<file path="config.mk">
export PLATFORM = sky130hd
export DESIGN_NAME = ple_link_error_detect
export DESIGN_NICKNAME = d
export VERILOG_FILES = /design/src/logic/ple_pkg.sv /design/src/logic/ple_lane_check.sv /design/src/logic/ple_link_error_detect.sv
export VERILOG_INCLUDE_DIRS = /design/src /design/src/logic
export SDC_FILE = /design/constraint.sdc
export NUM_CORES = 1
export LEC_CHECK = 0
export BUFFER_PORTS_ARGS = -buffer_cell sky130_fd_sc_hd__buf_2
export CORE_MARGIN = 2
export CORE_UTILIZATION = 62
export DETAILED_ROUTE_END_ITERATION = 10
export PLACE_DENSITY = 0.95
export RECOVER_POWER = 100
export SLEW_MARGIN = 20
export SYNTH_ARGS = -nofsm -noshare
export SYNTH_HDL_FRONTEND = slang
export SYNTH_SLANG_ARGS = --single-unit
</file>
<file path="constraint.sdc">
create_clock -name i_clk -period 19.9 [get_ports i_clk]
set_input_delay 5.97 -clock i_clk [delete_from_list [all_inputs] [get_ports i_clk]]
set_output_delay 5.97 -clock i_clk [all_outputs]
set_load 0.005 [all_outputs]
</file>
<file path="src/logic/ple_map.svh">
`ifndef PLE_MAP_SVH
`define PLE_MAP_SVH

// link geometry
`define PLE_LANES            4
`define PLE_STAT_W           3
`define PLE_SEQ_W            12
`define PLE_RPLNUM_W         2

// per-lane receive status codes from the phy
`define PLE_RXST_DECODE_ERR  3'h4
`define PLE_RXST_EB_OVERFLOW 3'h5
`define PLE_RXST_EB_UNDERFL  3'h6
`define PLE_RXST_DISP_ERR    3'h7

// sequence space
`define PLE_SEQ_ONE          12'h001
`define PLE_SEQ_RESET        12'h000
`define PLE_SEQ_LAST_RESET   12'hfff
`define PLE_RPLNUM_MAX       2'h3

// timing
`define PLE_CLK_PERIOD_PS    5000
`define PLE_REPLAY_TMO_NS    10000
`define PLE_REPLAY_TMO_CYC   ((`PLE_REPLAY_TMO_NS * 1000) / `PLE_CLK_PERIOD_PS)
`define PLE_TMR_W            12

`endif

</file>
<file path="src/logic/ple_pkg.sv">
package ple_pkg;

   // severity of a detected link error
   typedef enum logic [1:0] {
      PLE_SEV_NONE,
      PLE_SEV_CORRECTABLE,
      PLE_SEV_NONFATAL,
      PLE_SEV_FATAL
   } ple_sev_e;

   // replay timer state
   typedef enum logic {
      PLE_RPL_IDLE,
      PLE_RPL_RUN
   } ple_rpl_e;

   typedef logic [11:0] ple_seq_t;

endpackage

</file>
<file path="src/logic/ple_lane_check.sv">
`timescale 1ns/1ps
`include "ple_map.svh"

module ple_lane_check (
   // clock, reset and enable
   input  wire logic                   i_clk,
   input  wire logic                   i_resetn,
   input  wire logic                   i_ce,
   // lane inputs
   input  wire logic [`PLE_STAT_W-1:0] i_rx_status,
   input  wire logic                   i_in_l0,
   input  wire logic                   i_ctrl_sym_wrong,
   // lane result
   output logic                        o_lane_err
);

   logic [`PLE_STAT_W-1:0] sync1;
   logic [`PLE_STAT_W-1:0] sync2;
   logic                   lane_err;
   logic [`PLE_STAT_W-1:0] next_sync1;
   logic [`PLE_STAT_W-1:0] next_sync2;
   logic                   next_lane_err;
   logic                   pcs_err;

   always_comb begin
      next_sync1 = i_rx_status;
      next_sync2 = sync1;
      // status comes from the phy clock domain, so only the second stage is decoded
      unique case (sync2)
         `PLE_RXST_DECODE_ERR,
         `PLE_RXST_DISP_ERR:    pcs_err = 1'b1;
         `PLE_RXST_EB_OVERFLOW,
         `PLE_RXST_EB_UNDERFL:  pcs_err = 1'b1;
         default:               pcs_err = 1'b0;
      endcase
      // coding errors outside l0 are expected during training and are ignored
      next_lane_err = (pcs_err && i_in_l0) || i_ctrl_sym_wrong;
   end

   always_ff @(posedge i_clk) begin
      if (!i_resetn) begin
         sync1    <= 3'h0;
         sync2    <= 3'h0;
         lane_err <= 1'b0;
      end else if (i_ce) begin
         sync1    <= next_sync1;
         sync2    <= next_sync2;
         lane_err <= next_lane_err;
      end
   end

   assign o_lane_err = lane_err;

endmodule

</file>
<file path="src/logic/ple_link_error_detect.sv">
`timescale 1ns/1ps
`include "ple_map.svh"

// Operation
// - report each error individually and also by severity class
// - correctable errors keep data intact; hardware recovers without software
// - non-fatal errors lose a packet but the fabric keeps working
// - receive port error from coding error, deskew overflow or misplaced symbol
// - per-lane 3-bit status counts as an error only while lane is in l0
// - status 100 decode error and 111 disparity error are receive port errors
// - status 101 and 110 elastic buffer over/underflow are receive port errors
// - deskew fifo overflow raises a receive port error
// - control symbol on a forbidden lane raises a receive port error
// - physical error reporting is optional; link works with it disabled
// - bad tlp on lcrc failure or unexpected sequence number
// - bad dllp on crc failure
// - correctable error each time the replay timer expires
// - correctable error when the replay count wraps past its maximum
// - fatal protocol error when ack/nak sequence matches neither an outstanding tlp nor the last acked one
module ple_link_error_detect (
   // clock, reset, enable
   input  wire logic                       i_clk,
   input  wire logic                       i_resetn,
   input  wire logic                       i_ce,
   // physical layer
   input  wire logic [`PLE_LANES*3-1:0]    i_rx_status,
   input  wire logic [`PLE_LANES-1:0]      i_lane_in_l0,
   input  wire logic                       i_deskew_overflow,
   input  wire logic [`PLE_LANES-1:0]      i_ctrl_sym_wrong_lane,
   input  wire logic                       i_phy_err_enable,
   // received packets
   input  wire logic                       i_tlp_valid,
   input  wire logic                       i_tlp_lcrc_ok,
   input  wire logic [`PLE_SEQ_W-1:0]      i_tlp_seq,
   input  wire logic                       i_dllp_valid,
   input  wire logic                       i_dllp_crc_ok,
   // transmit side
   input  wire logic                       i_tlp_sent,
   input  wire logic                       i_ack_valid,
   input  wire logic                       i_ack_is_nak,
   input  wire logic [`PLE_SEQ_W-1:0]      i_acknowledged_sequence_number,
   // individual error events
   output logic                            o_rx_port_err,
   output logic [`PLE_LANES-1:0]           o_lane_err,
   output logic                            o_bad_tlp,
   output logic                            o_bad_dllp,
   output logic                            o_replay_timeout,
   output logic                            o_replay_rollover,
   output logic                            o_dll_protocol_err,
   // severity events
   output logic                            o_err_correctable,
   output logic                            o_err_nonfatal,
   output logic                            o_err_fatal,
   // link state
   output logic                            o_replay_req,
   output logic [`PLE_SEQ_W-1:0]           o_expected_seq,
   output logic [`PLE_SEQ_W-1:0]           o_next_tx_seq
);

   localparam logic [`PLE_TMR_W-1:0] TMO_LAST = `PLE_TMR_W'(`PLE_REPLAY_TMO_CYC - 1);

   // ---------------- physical layer ----------------
   logic [`PLE_LANES-1:0] lane_err_raw;
   logic                  deskew_s1;
   logic                  deskew_s2;
   logic                  next_deskew_s1;
   logic                  next_deskew_s2;

   genvar g;
   generate
      for (g = 0; g < `PLE_LANES; g++) begin : g_lane
         ple_lane_check u_lane (
            .i_clk            (i_clk),
            .i_resetn         (i_resetn),
            .i_ce             (i_ce),
            .i_rx_status      (i_rx_status[g*3 +: 3]),
            .i_in_l0          (i_lane_in_l0[g]),
            .i_ctrl_sym_wrong (i_ctrl_sym_wrong_lane[g]),
            .o_lane_err       (lane_err_raw[g])
         );
      end
   endgenerate

   // same-clock flag: two stages and no synchroniser, so a deskew error
   // reports one cycle ahead of a coded lane error raised at the same edge
   always_comb begin
      next_deskew_s1 = i_deskew_overflow;
      next_deskew_s2 = deskew_s1;
   end

   always_ff @(posedge i_clk) begin
      if (!i_resetn) begin
         deskew_s1 <= 1'b0;
         deskew_s2 <= 1'b0;
      end else if (i_ce) begin
         deskew_s1 <= next_deskew_s1;
         deskew_s2 <= next_deskew_s2;
      end
   end

   // ---------------- data link receive ----------------
   ple_pkg::ple_seq_t expected_seq;
   ple_pkg::ple_seq_t next_expected_seq;
   ple_pkg::ple_seq_t rx_gap;
   logic              rx_dup;
   logic              rx_seq_err;
   logic              bad_tlp_ev;
   logic              bad_dllp_ev;

   always_comb begin
      // a sequence up to 2048 behind the expected one is a harmless duplicate
      rx_gap            = expected_seq - `PLE_SEQ_ONE - i_tlp_seq;
      rx_dup            = ~rx_gap[`PLE_SEQ_W-1];
      rx_seq_err        = (i_tlp_seq != expected_seq) && !rx_dup;
      bad_tlp_ev        = i_tlp_valid && (!i_tlp_lcrc_ok || rx_seq_err);
      bad_dllp_ev       = i_dllp_valid && !i_dllp_crc_ok;
      next_expected_seq = expected_seq;
      if (i_tlp_valid && i_tlp_lcrc_ok && (i_tlp_seq == expected_seq)) begin
         next_expected_seq = expected_seq + `PLE_SEQ_ONE;
      end
   end

   always_ff @(posedge i_clk) begin
      if (!i_resetn) begin
         expected_seq <= `PLE_SEQ_RESET;
      end else if (i_ce) begin
         expected_seq <= next_expected_seq;
      end
   end

   // ---------------- data link transmit / replay ----------------
   ple_pkg::ple_rpl_e              rpl_state;
   ple_pkg::ple_rpl_e              next_rpl_state;
   ple_pkg::ple_seq_t              next_tx_seq;
   ple_pkg::ple_seq_t              next_next_tx_seq;
   ple_pkg::ple_seq_t              acked_seq;
   ple_pkg::ple_seq_t              next_acked_seq;
   logic [`PLE_RPLNUM_W-1:0]       replay_num;
   logic [`PLE_RPLNUM_W-1:0]       next_replay_num;
   logic [`PLE_TMR_W-1:0]          timer;
   logic [`PLE_TMR_W-1:0]          next_timer;
   ple_pkg::ple_seq_t              last_tx;
   ple_pkg::ple_seq_t              ack_dist;
   ple_pkg::ple_seq_t              out_dist;
   logic                           ack_ok;
   logic                           progress;
   logic                           timeout_ev;
   logic                           replay_ev;
   logic                           rollover_ev;
   logic                           proto_ev;
   logic                           outstanding;

   always_comb begin
      last_tx  = next_tx_seq - `PLE_SEQ_ONE;
      ack_dist = last_tx - i_acknowledged_sequence_number;
      out_dist = last_tx - acked_seq;
      // an ack is legal only for a tlp between the last acked and last sent
      ack_ok   = ack_dist <= out_dist;
      proto_ev = i_ack_valid && !ack_ok;
      progress = i_ack_valid && ack_ok && (i_acknowledged_sequence_number != acked_seq);

      timeout_ev  = (rpl_state == ple_pkg::PLE_RPL_RUN) && (timer == TMO_LAST);
      replay_ev   = timeout_ev || (i_ack_valid && ack_ok && i_ack_is_nak);
      // a replay with forward progress restarts the count at one; only one without progress can wrap it
      rollover_ev = replay_ev && !progress && (replay_num == `PLE_RPLNUM_MAX);

      next_acked_seq   = progress ? i_acknowledged_sequence_number : acked_seq;
      next_next_tx_seq = i_tlp_sent ? next_tx_seq + `PLE_SEQ_ONE : next_tx_seq;

      next_replay_num = progress ? '0 : replay_num;
      if (replay_ev) begin
         next_replay_num = next_replay_num + 2'h1;
      end

      outstanding = (next_next_tx_seq - `PLE_SEQ_ONE) != next_acked_seq;
      next_timer  = timer;
      unique case (rpl_state)
         ple_pkg::PLE_RPL_IDLE: begin
            next_timer = '0;
         end
         ple_pkg::PLE_RPL_RUN: begin
            // progress or a replay restarts the full timeout
            if (progress || replay_ev) begin
               next_timer = '0;
            end else begin
               next_timer = timer + 12'h001;
            end
         end
      endcase
      next_rpl_state = outstanding ? ple_pkg::PLE_RPL_RUN : ple_pkg::PLE_RPL_IDLE;
      if (!outstanding) begin
         next_timer = '0;
      end
   end

   always_ff @(posedge i_clk) begin
      if (!i_resetn) begin
         rpl_state   <= ple_pkg::PLE_RPL_IDLE;
         next_tx_seq <= `PLE_SEQ_RESET;
         acked_seq   <= `PLE_SEQ_LAST_RESET;
         replay_num  <= '0;
         timer       <= '0;
      end else if (i_ce) begin
         rpl_state   <= next_rpl_state;
         next_tx_seq <= next_next_tx_seq;
         acked_seq   <= next_acked_seq;
         replay_num  <= next_replay_num;
         timer       <= next_timer;
      end
   end

   // ---------------- event outputs ----------------
   logic                  rx_port_err;
   logic [`PLE_LANES-1:0] lane_err;
   logic                  bad_tlp;
   logic                  bad_dllp;
   logic                  replay_timeout;
   logic                  replay_rollover;
   logic                  dll_protocol_err;
   logic                  err_corr;
   logic                  err_fatal;
   logic                  replay_req;
   logic                  next_rx_port_err;
   logic [`PLE_LANES-1:0] next_lane_err;
   logic                  next_err_corr;
   logic                  next_err_fatal;
   ple_pkg::ple_sev_e     dll_sev;

   always_comb begin
      // reporting off suppresses only the flags; lane checks keep running
      next_lane_err    = i_phy_err_enable ? lane_err_raw : '0;
      next_rx_port_err = i_phy_err_enable && ((|lane_err_raw) || deskew_s2);
      // class of this cycle's link-layer events, fatal dominating
      if (proto_ev) begin
         dll_sev = ple_pkg::PLE_SEV_FATAL;
      end else if (bad_tlp_ev || bad_dllp_ev || timeout_ev || rollover_ev) begin
         dll_sev = ple_pkg::PLE_SEV_CORRECTABLE;
      end else begin
         dll_sev = ple_pkg::PLE_SEV_NONE;
      end
      // correctable and fatal may both pulse; a fatal one never masks the other
      next_err_corr  = next_rx_port_err || bad_tlp_ev || bad_dllp_ev
                       || timeout_ev || rollover_ev;
      next_err_fatal = dll_sev == ple_pkg::PLE_SEV_FATAL;
   end

   always_ff @(posedge i_clk) begin
      if (!i_resetn) begin
         rx_port_err      <= 1'b0;
         lane_err         <= '0;
         bad_tlp          <= 1'b0;
         bad_dllp         <= 1'b0;
         replay_timeout   <= 1'b0;
         replay_rollover  <= 1'b0;
         dll_protocol_err <= 1'b0;
         err_corr         <= 1'b0;
         err_fatal        <= 1'b0;
         replay_req       <= 1'b0;
      end else if (i_ce) begin
         rx_port_err      <= next_rx_port_err;
         lane_err         <= next_lane_err;
         bad_tlp          <= bad_tlp_ev;
         bad_dllp         <= bad_dllp_ev;
         replay_timeout   <= timeout_ev;
         replay_rollover  <= rollover_ev;
         dll_protocol_err <= proto_ev;
         err_corr         <= next_err_corr;
         err_fatal        <= next_err_fatal;
         replay_req       <= replay_ev && !rollover_ev;
      end else begin
         // a frozen cycle must not stretch a pulse
         rx_port_err      <= 1'b0;
         lane_err         <= '0;
         bad_tlp          <= 1'b0;
         bad_dllp         <= 1'b0;
         replay_timeout   <= 1'b0;
         replay_rollover  <= 1'b0;
         dll_protocol_err <= 1'b0;
         err_corr         <= 1'b0;
         err_fatal        <= 1'b0;
         replay_req       <= 1'b0;
      end
   end

   assign o_rx_port_err      = rx_port_err;
   assign o_lane_err         = lane_err;
   assign o_bad_tlp          = bad_tlp;
   assign o_bad_dllp         = bad_dllp;
   assign o_replay_timeout   = replay_timeout;
   assign o_replay_rollover  = replay_rollover;
   assign o_dll_protocol_err = dll_protocol_err;
   assign o_err_correctable  = err_corr;
   // no link-layer error is non-fatal; upper layers own that class
   assign o_err_nonfatal     = 1'b0;
   assign o_err_fatal        = err_fatal;
   assign o_replay_req       = replay_req;
   assign o_expected_seq     = expected_seq;
   assign o_next_tx_seq      = next_tx_seq;

endmodule

</file>
# Word level (Yosys, flattened, before mapping)
# Index checks and enable logic that the tools add are counted.
[totals]
ff_bits = 94
in_bits = 56
output_inout_bits = 38
word_cells = 125
[classes]
addsub = 10
magnitude_cmp = 1
eq_ne = 23
n_mux = 14
bitwise = 1
n_reduce_logical = 46
[ops]
columns = ["op", "n"]
rows = [
  ["3-bit == test, second input constant", 16],
  ["12-bit two-way mux", 4],
  ["12-bit by 1-bit adder with 12-bit output, second input constant", 3],
  ["12-bit != test", 3],
  ["12-bit by 1-bit subtractor with 12-bit output, second input constant", 3],
  ["12-bit subtractor", 3],
  ["12-bit one-hot mux with 2 select lines", 1],
  ["4-bit OR reduction", 5],
  ["1-bit logical AND", 18],
  ["1-bit logical OR", 15],
  ["12-bit by 11-bit == test with 1-bit output, second input constant", 1],
  ["12-bit == test", 1],
  ["12-bit <= comparator", 1],
  ["1-bit two-way mux", 6],
  ["2-bit two-way mux", 3],
  ["1-bit logical NOT", 5],
  ["2-bit == test, second input constant", 2],
  ["2-bit AND reduction", 2],
  ["3-bit AND reduction", 1],
  ["2-bit by 1-bit adder with 2-bit output, second input constant", 1],
  ["1-bit inverter", 1],
]

# Longest topological paths before layout
# Gate-level depths: netlist (run 1).
[logic_depth]
depth_word = 12
depth_mapped = 28
mapped_depth_nobuf = 26

# Cells and area by module
# From an unflattened synthesis (run 1), not the netlist that was laid out.
[hier_totals]
cells_unflattened = 723
area_unflattened_um2 = 5868.1
[modules_own_cells]
columns = ["mod", "n_inst", "cells_each", "area_per_inst_um2"]
rows = [
  ["ple_link_error_detect", 1, 679, 5392.7],
  ["ple_lane_check", 4, 11, 118.9],
]

# Worst setup path after synthesis (run 1)
# No wires, ideal clock.
[synth_timing]
kind = "input to register"
from = "in i_acknowledged_sequence_number[0]"
to = "reg timer[10]"
setup_time_ns = 0.117
t_arrival_ns = 10.284
t_required_ns = 19.783
slack_ns = 9.499
stages = 26
path_buffers = 2
cell_sequence = "ha_1 inv_1 fa_1 nand2_1 nand2_1 a21oi_1 o21ai_0 a21oi_1 o21bai_1 a21oi_1 o21bai_1 a21oi_1 xnor2_1 ha_1 nand4_1 a211oi_1 o41a_1 nor2_2 buf_2 mux2i_1 xor2_1 nor3_1 a211oi_2 buf_6 a21o_1 a22o_1"
[synth_between]
elab_chain_len = 9
[synth_lines]
columns = ["element", "line", "text"]
rows = [
  ["start, declared", "ple_link_error_detect.sv:41", "input wire logic [`PLE_SEQ_W-1:0] i_acknowledged_sequence_number,"],
  ["12-bit subtractor", "ple_link_error_detect.sv:155", "ack_dist = last_tx - i_acknowledged_sequence_number;"],
  ["12-bit <= comparator", "ple_link_error_detect.sv:158", "ack_ok = ack_dist <= out_dist;"],
  ["1-bit logical AND", "ple_link_error_detect.sv:160, ple_link_error_detect.sv:163", ""],
  ["1-bit logical AND", "ple_link_error_detect.sv:163", "replay_ev = timeout_ev || (i_ack_valid && ack_ok && i_ack_is_nak);"],
  ["1-bit logical OR", "ple_link_error_detect.sv:163", ""],
  ["1-bit logical OR", "ple_link_error_detect.sv:183", "if (progress || replay_ev) begin"],
  ["12-bit two-way mux", "ple_link_error_detect.sv:183", ""],
  ["12-bit one-hot mux with 2 select lines", "ple_link_error_detect.sv:177", "unique case (rpl_state)"],
  ["12-bit two-way mux *", "ple_link_error_detect.sv:191", "if (!outstanding) begin"],
  ["end signal, assigned", "ple_link_error_detect.sv:208", "timer <= next_timer;"],
  ["end, declared", "ple_link_error_detect.sv:140", "logic [`PLE_TMR_W-1:0] timer;"],
]
# Mark *: on every way between the ends. The rest lies on a longest branch, timed or not.
# A chain may end at the register's enable or synchronous reset.

# Final worst setup path (run 1)
[layout_timing]
from = "in i_acknowledged_sequence_number[0]"
to = "reg timer[2]"
# Same word-level chain as after synthesis.

==> results of run 1 <==
-- cell families (layout without fill, tap and decap cells) --
group	Yosys count	after routing
XOR/XNOR	104	104
AO/OA/AOI/OAI	142	142
flip-flops	77	77
buffers and inverters	88	159
adder cells (fa/ha/maj)	52	52
other	1	1
AND/OR/NAND/NOR	233	233
multiplexers	20	20
-- routing by layer --
metal  vias to the layer above  track usage [%]
met4                         0            10.91
li1                       2630                -
met1                      2482            37.20
met2                       250            46.92
met3                        34            4.831
met5                         -                0
-- layout by cell type, fill, tap and decap left out, drive strengths merged, types with 2 or more instances in the layout --
cell type / instances
a2111oi: 3
nor2: 63
ha: 50
nand4: 16
a211o: 3
mux2i: 19
fa: 2
nor2b: 6
o211ai: 11
and4: 2
a22o: 2
and2: 2
buf: 71
nand2: 55
inv: 61
o21ai: 33
nand2b: 6
nor3: 14
or3: 10
xnor3: 3
clkinv: 3
o2111ai: 2
dfxtp: 77
a211oi: 5
a21o: 12
nor4: 6
o21bai: 6
and3: 20
xnor2: 68
a21oi: 49
a31oi: 5
nand3: 30
xor2: 33
clkbuf: 23
-- cell type report --
type | instances | area share (%)
well taps | 111 | 2.153
inverters | 58 | 3.375
clock inverters | 7 | 1.358
clock buffers | 9 | 1.920
flip-flops and latches | 77 | 23.90
multi-input cells | 552 | 60.95
repair buffers | 85 | 6.343
-- sequential cells by signal, summed over array words and instances (netlist names), 2 cells and up --
signal and flops:
g_lane.u_lane.next_sync2 4, acked_seq 12, replay_num 2, o_lane_err 4, timer 12, o_next_tx_seq 12
g_lane.u_lane.o_lane_err 4, o_expected_seq 12, g_lane.u_lane.sync2 4
-- critical path: cells and delay by family --
kind	cells	cell delay [ns]
adders and majority gates	3	0.85
AOI/OAI and AO/OA	12	3.24
muxes	1	0.35
buffers and inverters	2	0.29
and+or+nand+nor	5	1.32
xor gates and xnor gates	2	0.43
-- worst max-delay path by stage --
stage | from | end | slack, ns | depth (start not counted)
3_5_place_dp | i_acknowledged_sequence_number[0] | timer[7] | 8.40 | 25
6_report | i_acknowledged_sequence_number[0] | timer[2] | 7.76 | 25
4_1_cts | i_acknowledged_sequence_number[0] | timer[2] | 8.72 | 25
3_3_place_gp | i_acknowledged_sequence_number[0] | timer[7] | 8.54 | 25
2_1_floorplan | i_acknowledged_sequence_number[0] | timer[10] | 9.50 | 26
5_1_grt | i_acknowledged_sequence_number[0] | timer[11] | 7.40 | 25
-- per-stage QoR --
stage               cells  hold WS [ns]  area [sq um]  setup slack, ns  total power [W]
floorplan             717        0.4447          5859            9.499        0.0004630
global placement      883        0.4658          6271            8.538        0.0005190
detailed placement    883        0.4730          6271            8.398        0.0005331
CTS                   899        0.4871          6482            8.723        0.0006650
global route          899        0.5119          6450            7.399        0.0007114
finish                899        0.4936          6450            7.763        0.0006678
-- power by group through the flow --
| stage | sequential, W | combinational [W] | clock, W |
|---|---|---|---|
| floorplan | 0.000186 | 0.000277 | 0 |
| global placement | 0.000189 | 0.000330 | 0 |
| detailed placement | 0.000190 | 0.000343 | 0 |
| CTS | 0.000187 | 0.000348 | 0.000129 |
| global route | 0.000190 | 0.000385 | 0.000136 |
| finish | 0.000189 | 0.000349 | 0.000130 |
==> flow_summary.toml, run 1 <==
[detailed_routing]
drc = 0
postRouteAntennaNets = 0
vias = 5396
m1WireLength_microns = 6156
firstDrtPassIters = 6
vias_per_cell = 6.002
wl_met2_microns = 6847
wl_microns = 14350
met3_length_microns = 1007
drtIter0Drc = 441
dr.max_layer_used = "met4"
wl_per_cell_microns = 15.97

[power_and_ir_drop]
switching_share_pct = 42.01
leakage_nw = 3.020
powerDensity_nw_per_um2 = 103.5
power.switching_w = 0.0002805
seqPwrFrac_pct = 28.3
ir_drop_mv = 0.06568
pwr-share-comb_pct = 52.3
power.internal_w = 0.0003872
p_clk_share_pct = 19.4

[worst_setup_path]
timing.rr.end = "timer[2]"
critPathMaxFanout = 14
critPathLaunchType = "primary input"
reg2reg_slack_ns = 12.46
crit_type = "in -> reg"
cpMaxStageDelayCell = "a211oi_1"
cpMostUsedCell = "a21oi_1"
crit_path_max_incr_delay_ns = 1.10
worstSetupEndpointType = "register"
required_ns = 20.20
crit_arrival_ns = 12.44
reg2reg_from = "o_next_tx_seq[0]"
r2r_cells = 25

[global_route]
grt.total_usage_pct = 28.39
antenna_found_initial = 0
gr-total-overflow = 0
grt_start_max_net_pins = 42
grt_pass1_wl_microns = 23540
grt_pass1_vias = 5045

[final_layout]
multiInputGateArea_sq_um = 3931
area_delta_synth_final_pct = 10.08
ff_latch_area_sq_um = 1541
finish.utilization_pct = 70.14
drive_gt1_share_pct = 13.58
final_nets = 891
n_fill_cell = 675
antenna_cells = 0

[sta]
worst_slew_pin_slew_ns = 2.050
fmax_mhz = 82.39
fin_crit_sh_pct = 60.99
slew_headroom_pct = -36.68
slew_viol_final = 42
fin_crit_ns = 12.14
hold_viol_final = 0
final-setup-viol-count = 0
rsz0062_at_grt = "no"
fin_setup_tns_ns = 0
final.setup_skew_ns = 0.01303

[yosys]
synth.area.top_cells = "dfxtp_1 26%, ha_1 11%, xnor2_1 10%, xor2_1 4.8%, a21oi_1 4.2%"
ys_seq_elements = 77
netlist_area_sq_um = 5859
synth.most_common_cell = "dfxtp_1"
ys_async_sr_fraction_pct = 0
synth_edf_count = 0
synth_cell_type_count = 69
muxShareOfSynthArea_pct = 3.438
synthSimpleGateAreaFrac_pct = 20.46
syn_nets = 825
synth_ff_type = "dfxtp_1"
synth_xor_area_share_pct = 16.38
synth_area_per_cell_sq_um = 8.172
synth-compound-area-share_pct = 15.63
yosys.area_share.adder_pct = 11.36
synthCells = 717
seq_area_frac_synth_pct = 26.31
yosys_warnings = 0
synth_top_family_by_area = "simple AND/OR/NAND/NOR gates"
synth_top_area_cell = "dfxtp_1"
yosysTopAreaCellShare_pct = 26.31
synthTopCellsByCount = "77 x dfxtp_1, 68 x xnor2_1, 61 x nor2_1, 55 x inv_1, 55 x nand2_1"

[clock_network]
cts_tree = "yes"
clock_path_buffers = 2
clock_sinks = 77
cts_resized = 0
clkLatencyLatePin_ns = 0.37
root_buffer = "clkbuf_8"
cts_setup_buffers = 0
clk_pin_slew_ns = 0.10
cts_buffers = 9
cts_hold_buf = 0
h-tree-depth = 3

[floorplan]
floorplan.initialDensity_pct = 63.71
die_area_sq_um = 10240
core_area_sq_um = 9196
die_height_microns = 101.2
die_w_microns = 101.2
row_count = 35
ios = 94

[placed_design]
port_buffers = 84
dp_hpwl_microns = 10580
gp_congestion = 0.9096

[run]
drv_cap = 1

[worst_hold_path]
holdPathEnd = "timer[11]"
min_path_cells = 2
hp-class = "reg -> reg"
min_from = "timer[11]"

[outcome]
violations = "capacitance limit, slew limit"
status = "finished with violations"
Note: power is estimated with default switching activity, not from simulation.
==> inputs of run 2 (changes only) <==
Settings changed: CORE_UTILIZATION 62 to 52, PLACE_DENSITY 0.95 to 0.88.
Clock period 19.9 ns to 10.7 ns, I/O delays scaled along.
==> flow_summary.toml, run 2 (synthesis results as in run 1) <==
[worst_setup_path]
reg2reg_from = "o_next_tx_seq[0]"
reg2reg_slack_ns = 3.64
critPathMaxFanout = 14
worstSetupEndpointType = "register"
critPathLaunchType = "primary input"
required_ns = 10.98
crit_type = "in -> reg"
r2r_cells = 25
timing.rr.end = "timer[7]"
crit_arrival_ns = 9.26

[outcome]
violations = "capacitance limit, slew limit"
status = "finished with violations"

[floorplan]
row_count = 38
core_area_sq_um = 10940
die_height_microns = 110.2
floorplan.initialDensity_pct = 53.58
die_area_sq_um = 12130
die_w_microns = 110.2
ios = 94

[power_and_ir_drop]
total_power_w = 0.001291
leakage_nw = 3.015
powerDensity_nw_per_um2 = 197.2
ir_drop_mv = 0.1181

[sta]
hold_viol_final = 0
setup_ws_ns = 1.716
slew_headroom_pct = -33.96
fin_setup_tns_ns = 0
fin_crit_sh_pct = 83.96
slew_viol_final = 42
final-setup-viol-count = 0
final.setup_skew_ns = 0.007292
rsz0062_at_grt = "no"
hold_ws_ns = 0.4723
worst_slew_pin_slew_ns = 2.009
fin_crit_ns = 8.984
fmax_mhz = 111.3

[clock_network]
cts_setup_buffers = 0
cts_tree = "yes"
clock_path_buffers = 2
cts_hold_buf = 0
clkLatencyLatePin_ns = 0.34
cts_buffers = 9
clock_sinks = 77
clk_pin_slew_ns = 0.06
cts_resized = 0
h-tree-depth = 3
root_buffer = "clkbuf_16"

[placed_design]
dp_hpwl_microns = 10520
placed_area_sq_um = 6307
gp_congestion = 0.9039
pre_cts_ws_ns = 1.914
port_buffers = 84

[global_route]
grt_pass1_vias = 4956
grt_pass1_wl_microns = 22890
antenna_found_initial = 0
grt.total_usage_pct = 23.99
gr-total-overflow = 0
grt_start_max_net_pins = 44

[detailed_routing]
wl_per_cell_microns = 15.00
wl_met2_microns = 6560
wl_microns = 13920
m1WireLength_microns = 6182
vias = 5297
postRouteAntennaNets = 0
dr.max_layer_used = "met4"
firstDrtPassIters = 5
drtIter0Drc = 331
met3_length_microns = 951
vias_per_cell = 5.708
drc = 0

[worst_hold_path]
hp-class = "reg -> reg"
holdPathEnd = "timer[11]"
min_path_cells = 2
min_from = "timer[11]"

[final_layout]
antenna_cells = 0
area_delta_synth_final_pct = 11.74
drive_gt1_share_pct = 12.44
stdcell_area_sq_um = 6548
final_common_cell = "dfxtp_1"
layout_common_cells = "77 x dfxtp_1, 68 x xnor2_1, 62 x nor2_1"
final_nets = 891

[run]
drv_cap = 1
## run 2: cell count changes in the layout (fill, tap and decap cells not counted), moves of 2 or more
cell,before,now
inv_8,2,0
clkbuf_16,0,9
clkbuf_1,14,25
buf_2,69,61
clkbuf_8,9,1
## run 2: through the flow
| stage | instances | util (%) |
|---|---|---|
| after floorplan | 717 | - |
| after global placement | 912 | 57.68 |
| after detailed placement | 912 | 57.68 |
| after CTS | 928 | 60.22 |
| after global routing | 928 | 59.87 |
| final | 928 | 59.87 |
## run 2: area by class of cell
| cell class | instances | area [sq um] |
|---|---|---|
| Multi-Input combinational cell | 552 | 3936 |
| Inverter | 58 | 217.7 |
| Clock inverter | 4 | 31.28 |
| Clock buffer | 12 | 246.5 |
| Timing Repair Buffer | 85 | 399.1 |
| Sequential cell | 77 | 1541 |
| Fill cell | 970 | 4388 |
| Tap cell | 140 | 175.2 |
## run 2: worst max-delay path, stage by stage
cell and delay [ns]:
clkbuf_1 0.24, ha_1 0.20, inv_1 0.06, fa_1 0.40, nand2_1 0.09, nand2_1 0.05, a21oi_1 0.21, o21ai_0 0.10
a21oi_1 0.24, o21bai_1 0.11, a21oi_1 0.22, o21bai_1 0.09, a21oi_1 0.20, xnor2_1 0.10, ha_1 0.31, nand4_1 0.16
or3_1 0.40, o41a_1 0.19, nor2_1 0.93, mux2i_1 0.23, xnor2_1 0.34, nor4_1 0.15, a211oi_2 0.69, a21o_2 0.22
a22o_2 0.11
## run 2: worst max-delay path by stage
stage,start,to,slack [ns],cells past startpoint
after CTS,i_acknowledged_sequence_number[0],timer[7],2.25,25
final,i_acknowledged_sequence_number[0],timer[7],1.72,25
after detailed placement,i_acknowledged_sequence_number[0],timer[7],1.91,25
after floorplan,i_acknowledged_sequence_number[0],timer[10],3.06,26
after global placement,i_acknowledged_sequence_number[0],timer[7],2.06,25
after global routing,i_acknowledged_sequence_number[0],timer[9],1.13,25
## run 2: power breakdown
| group | internal, W | total (W) | switching (W) |
|---|---|---|---|
| registers | 0.000316 | 0.000349 | 0.0000329 |
| logic | 0.000292 | 0.000654 | 0.000362 |
| clock network | 0.000165 | 0.000289 | 0.000124 |
| total | 0.000773 | 0.00129 | 0.000518 |
## run 2: metal layers
metal / track usage (%) / vias to the layer above
li1: - / 2627
met5: 0 / -
met4: 8.839 / 0
met1: 31.49 / 2447
met3: 4.233 / 19
met2: 39.48 / 204
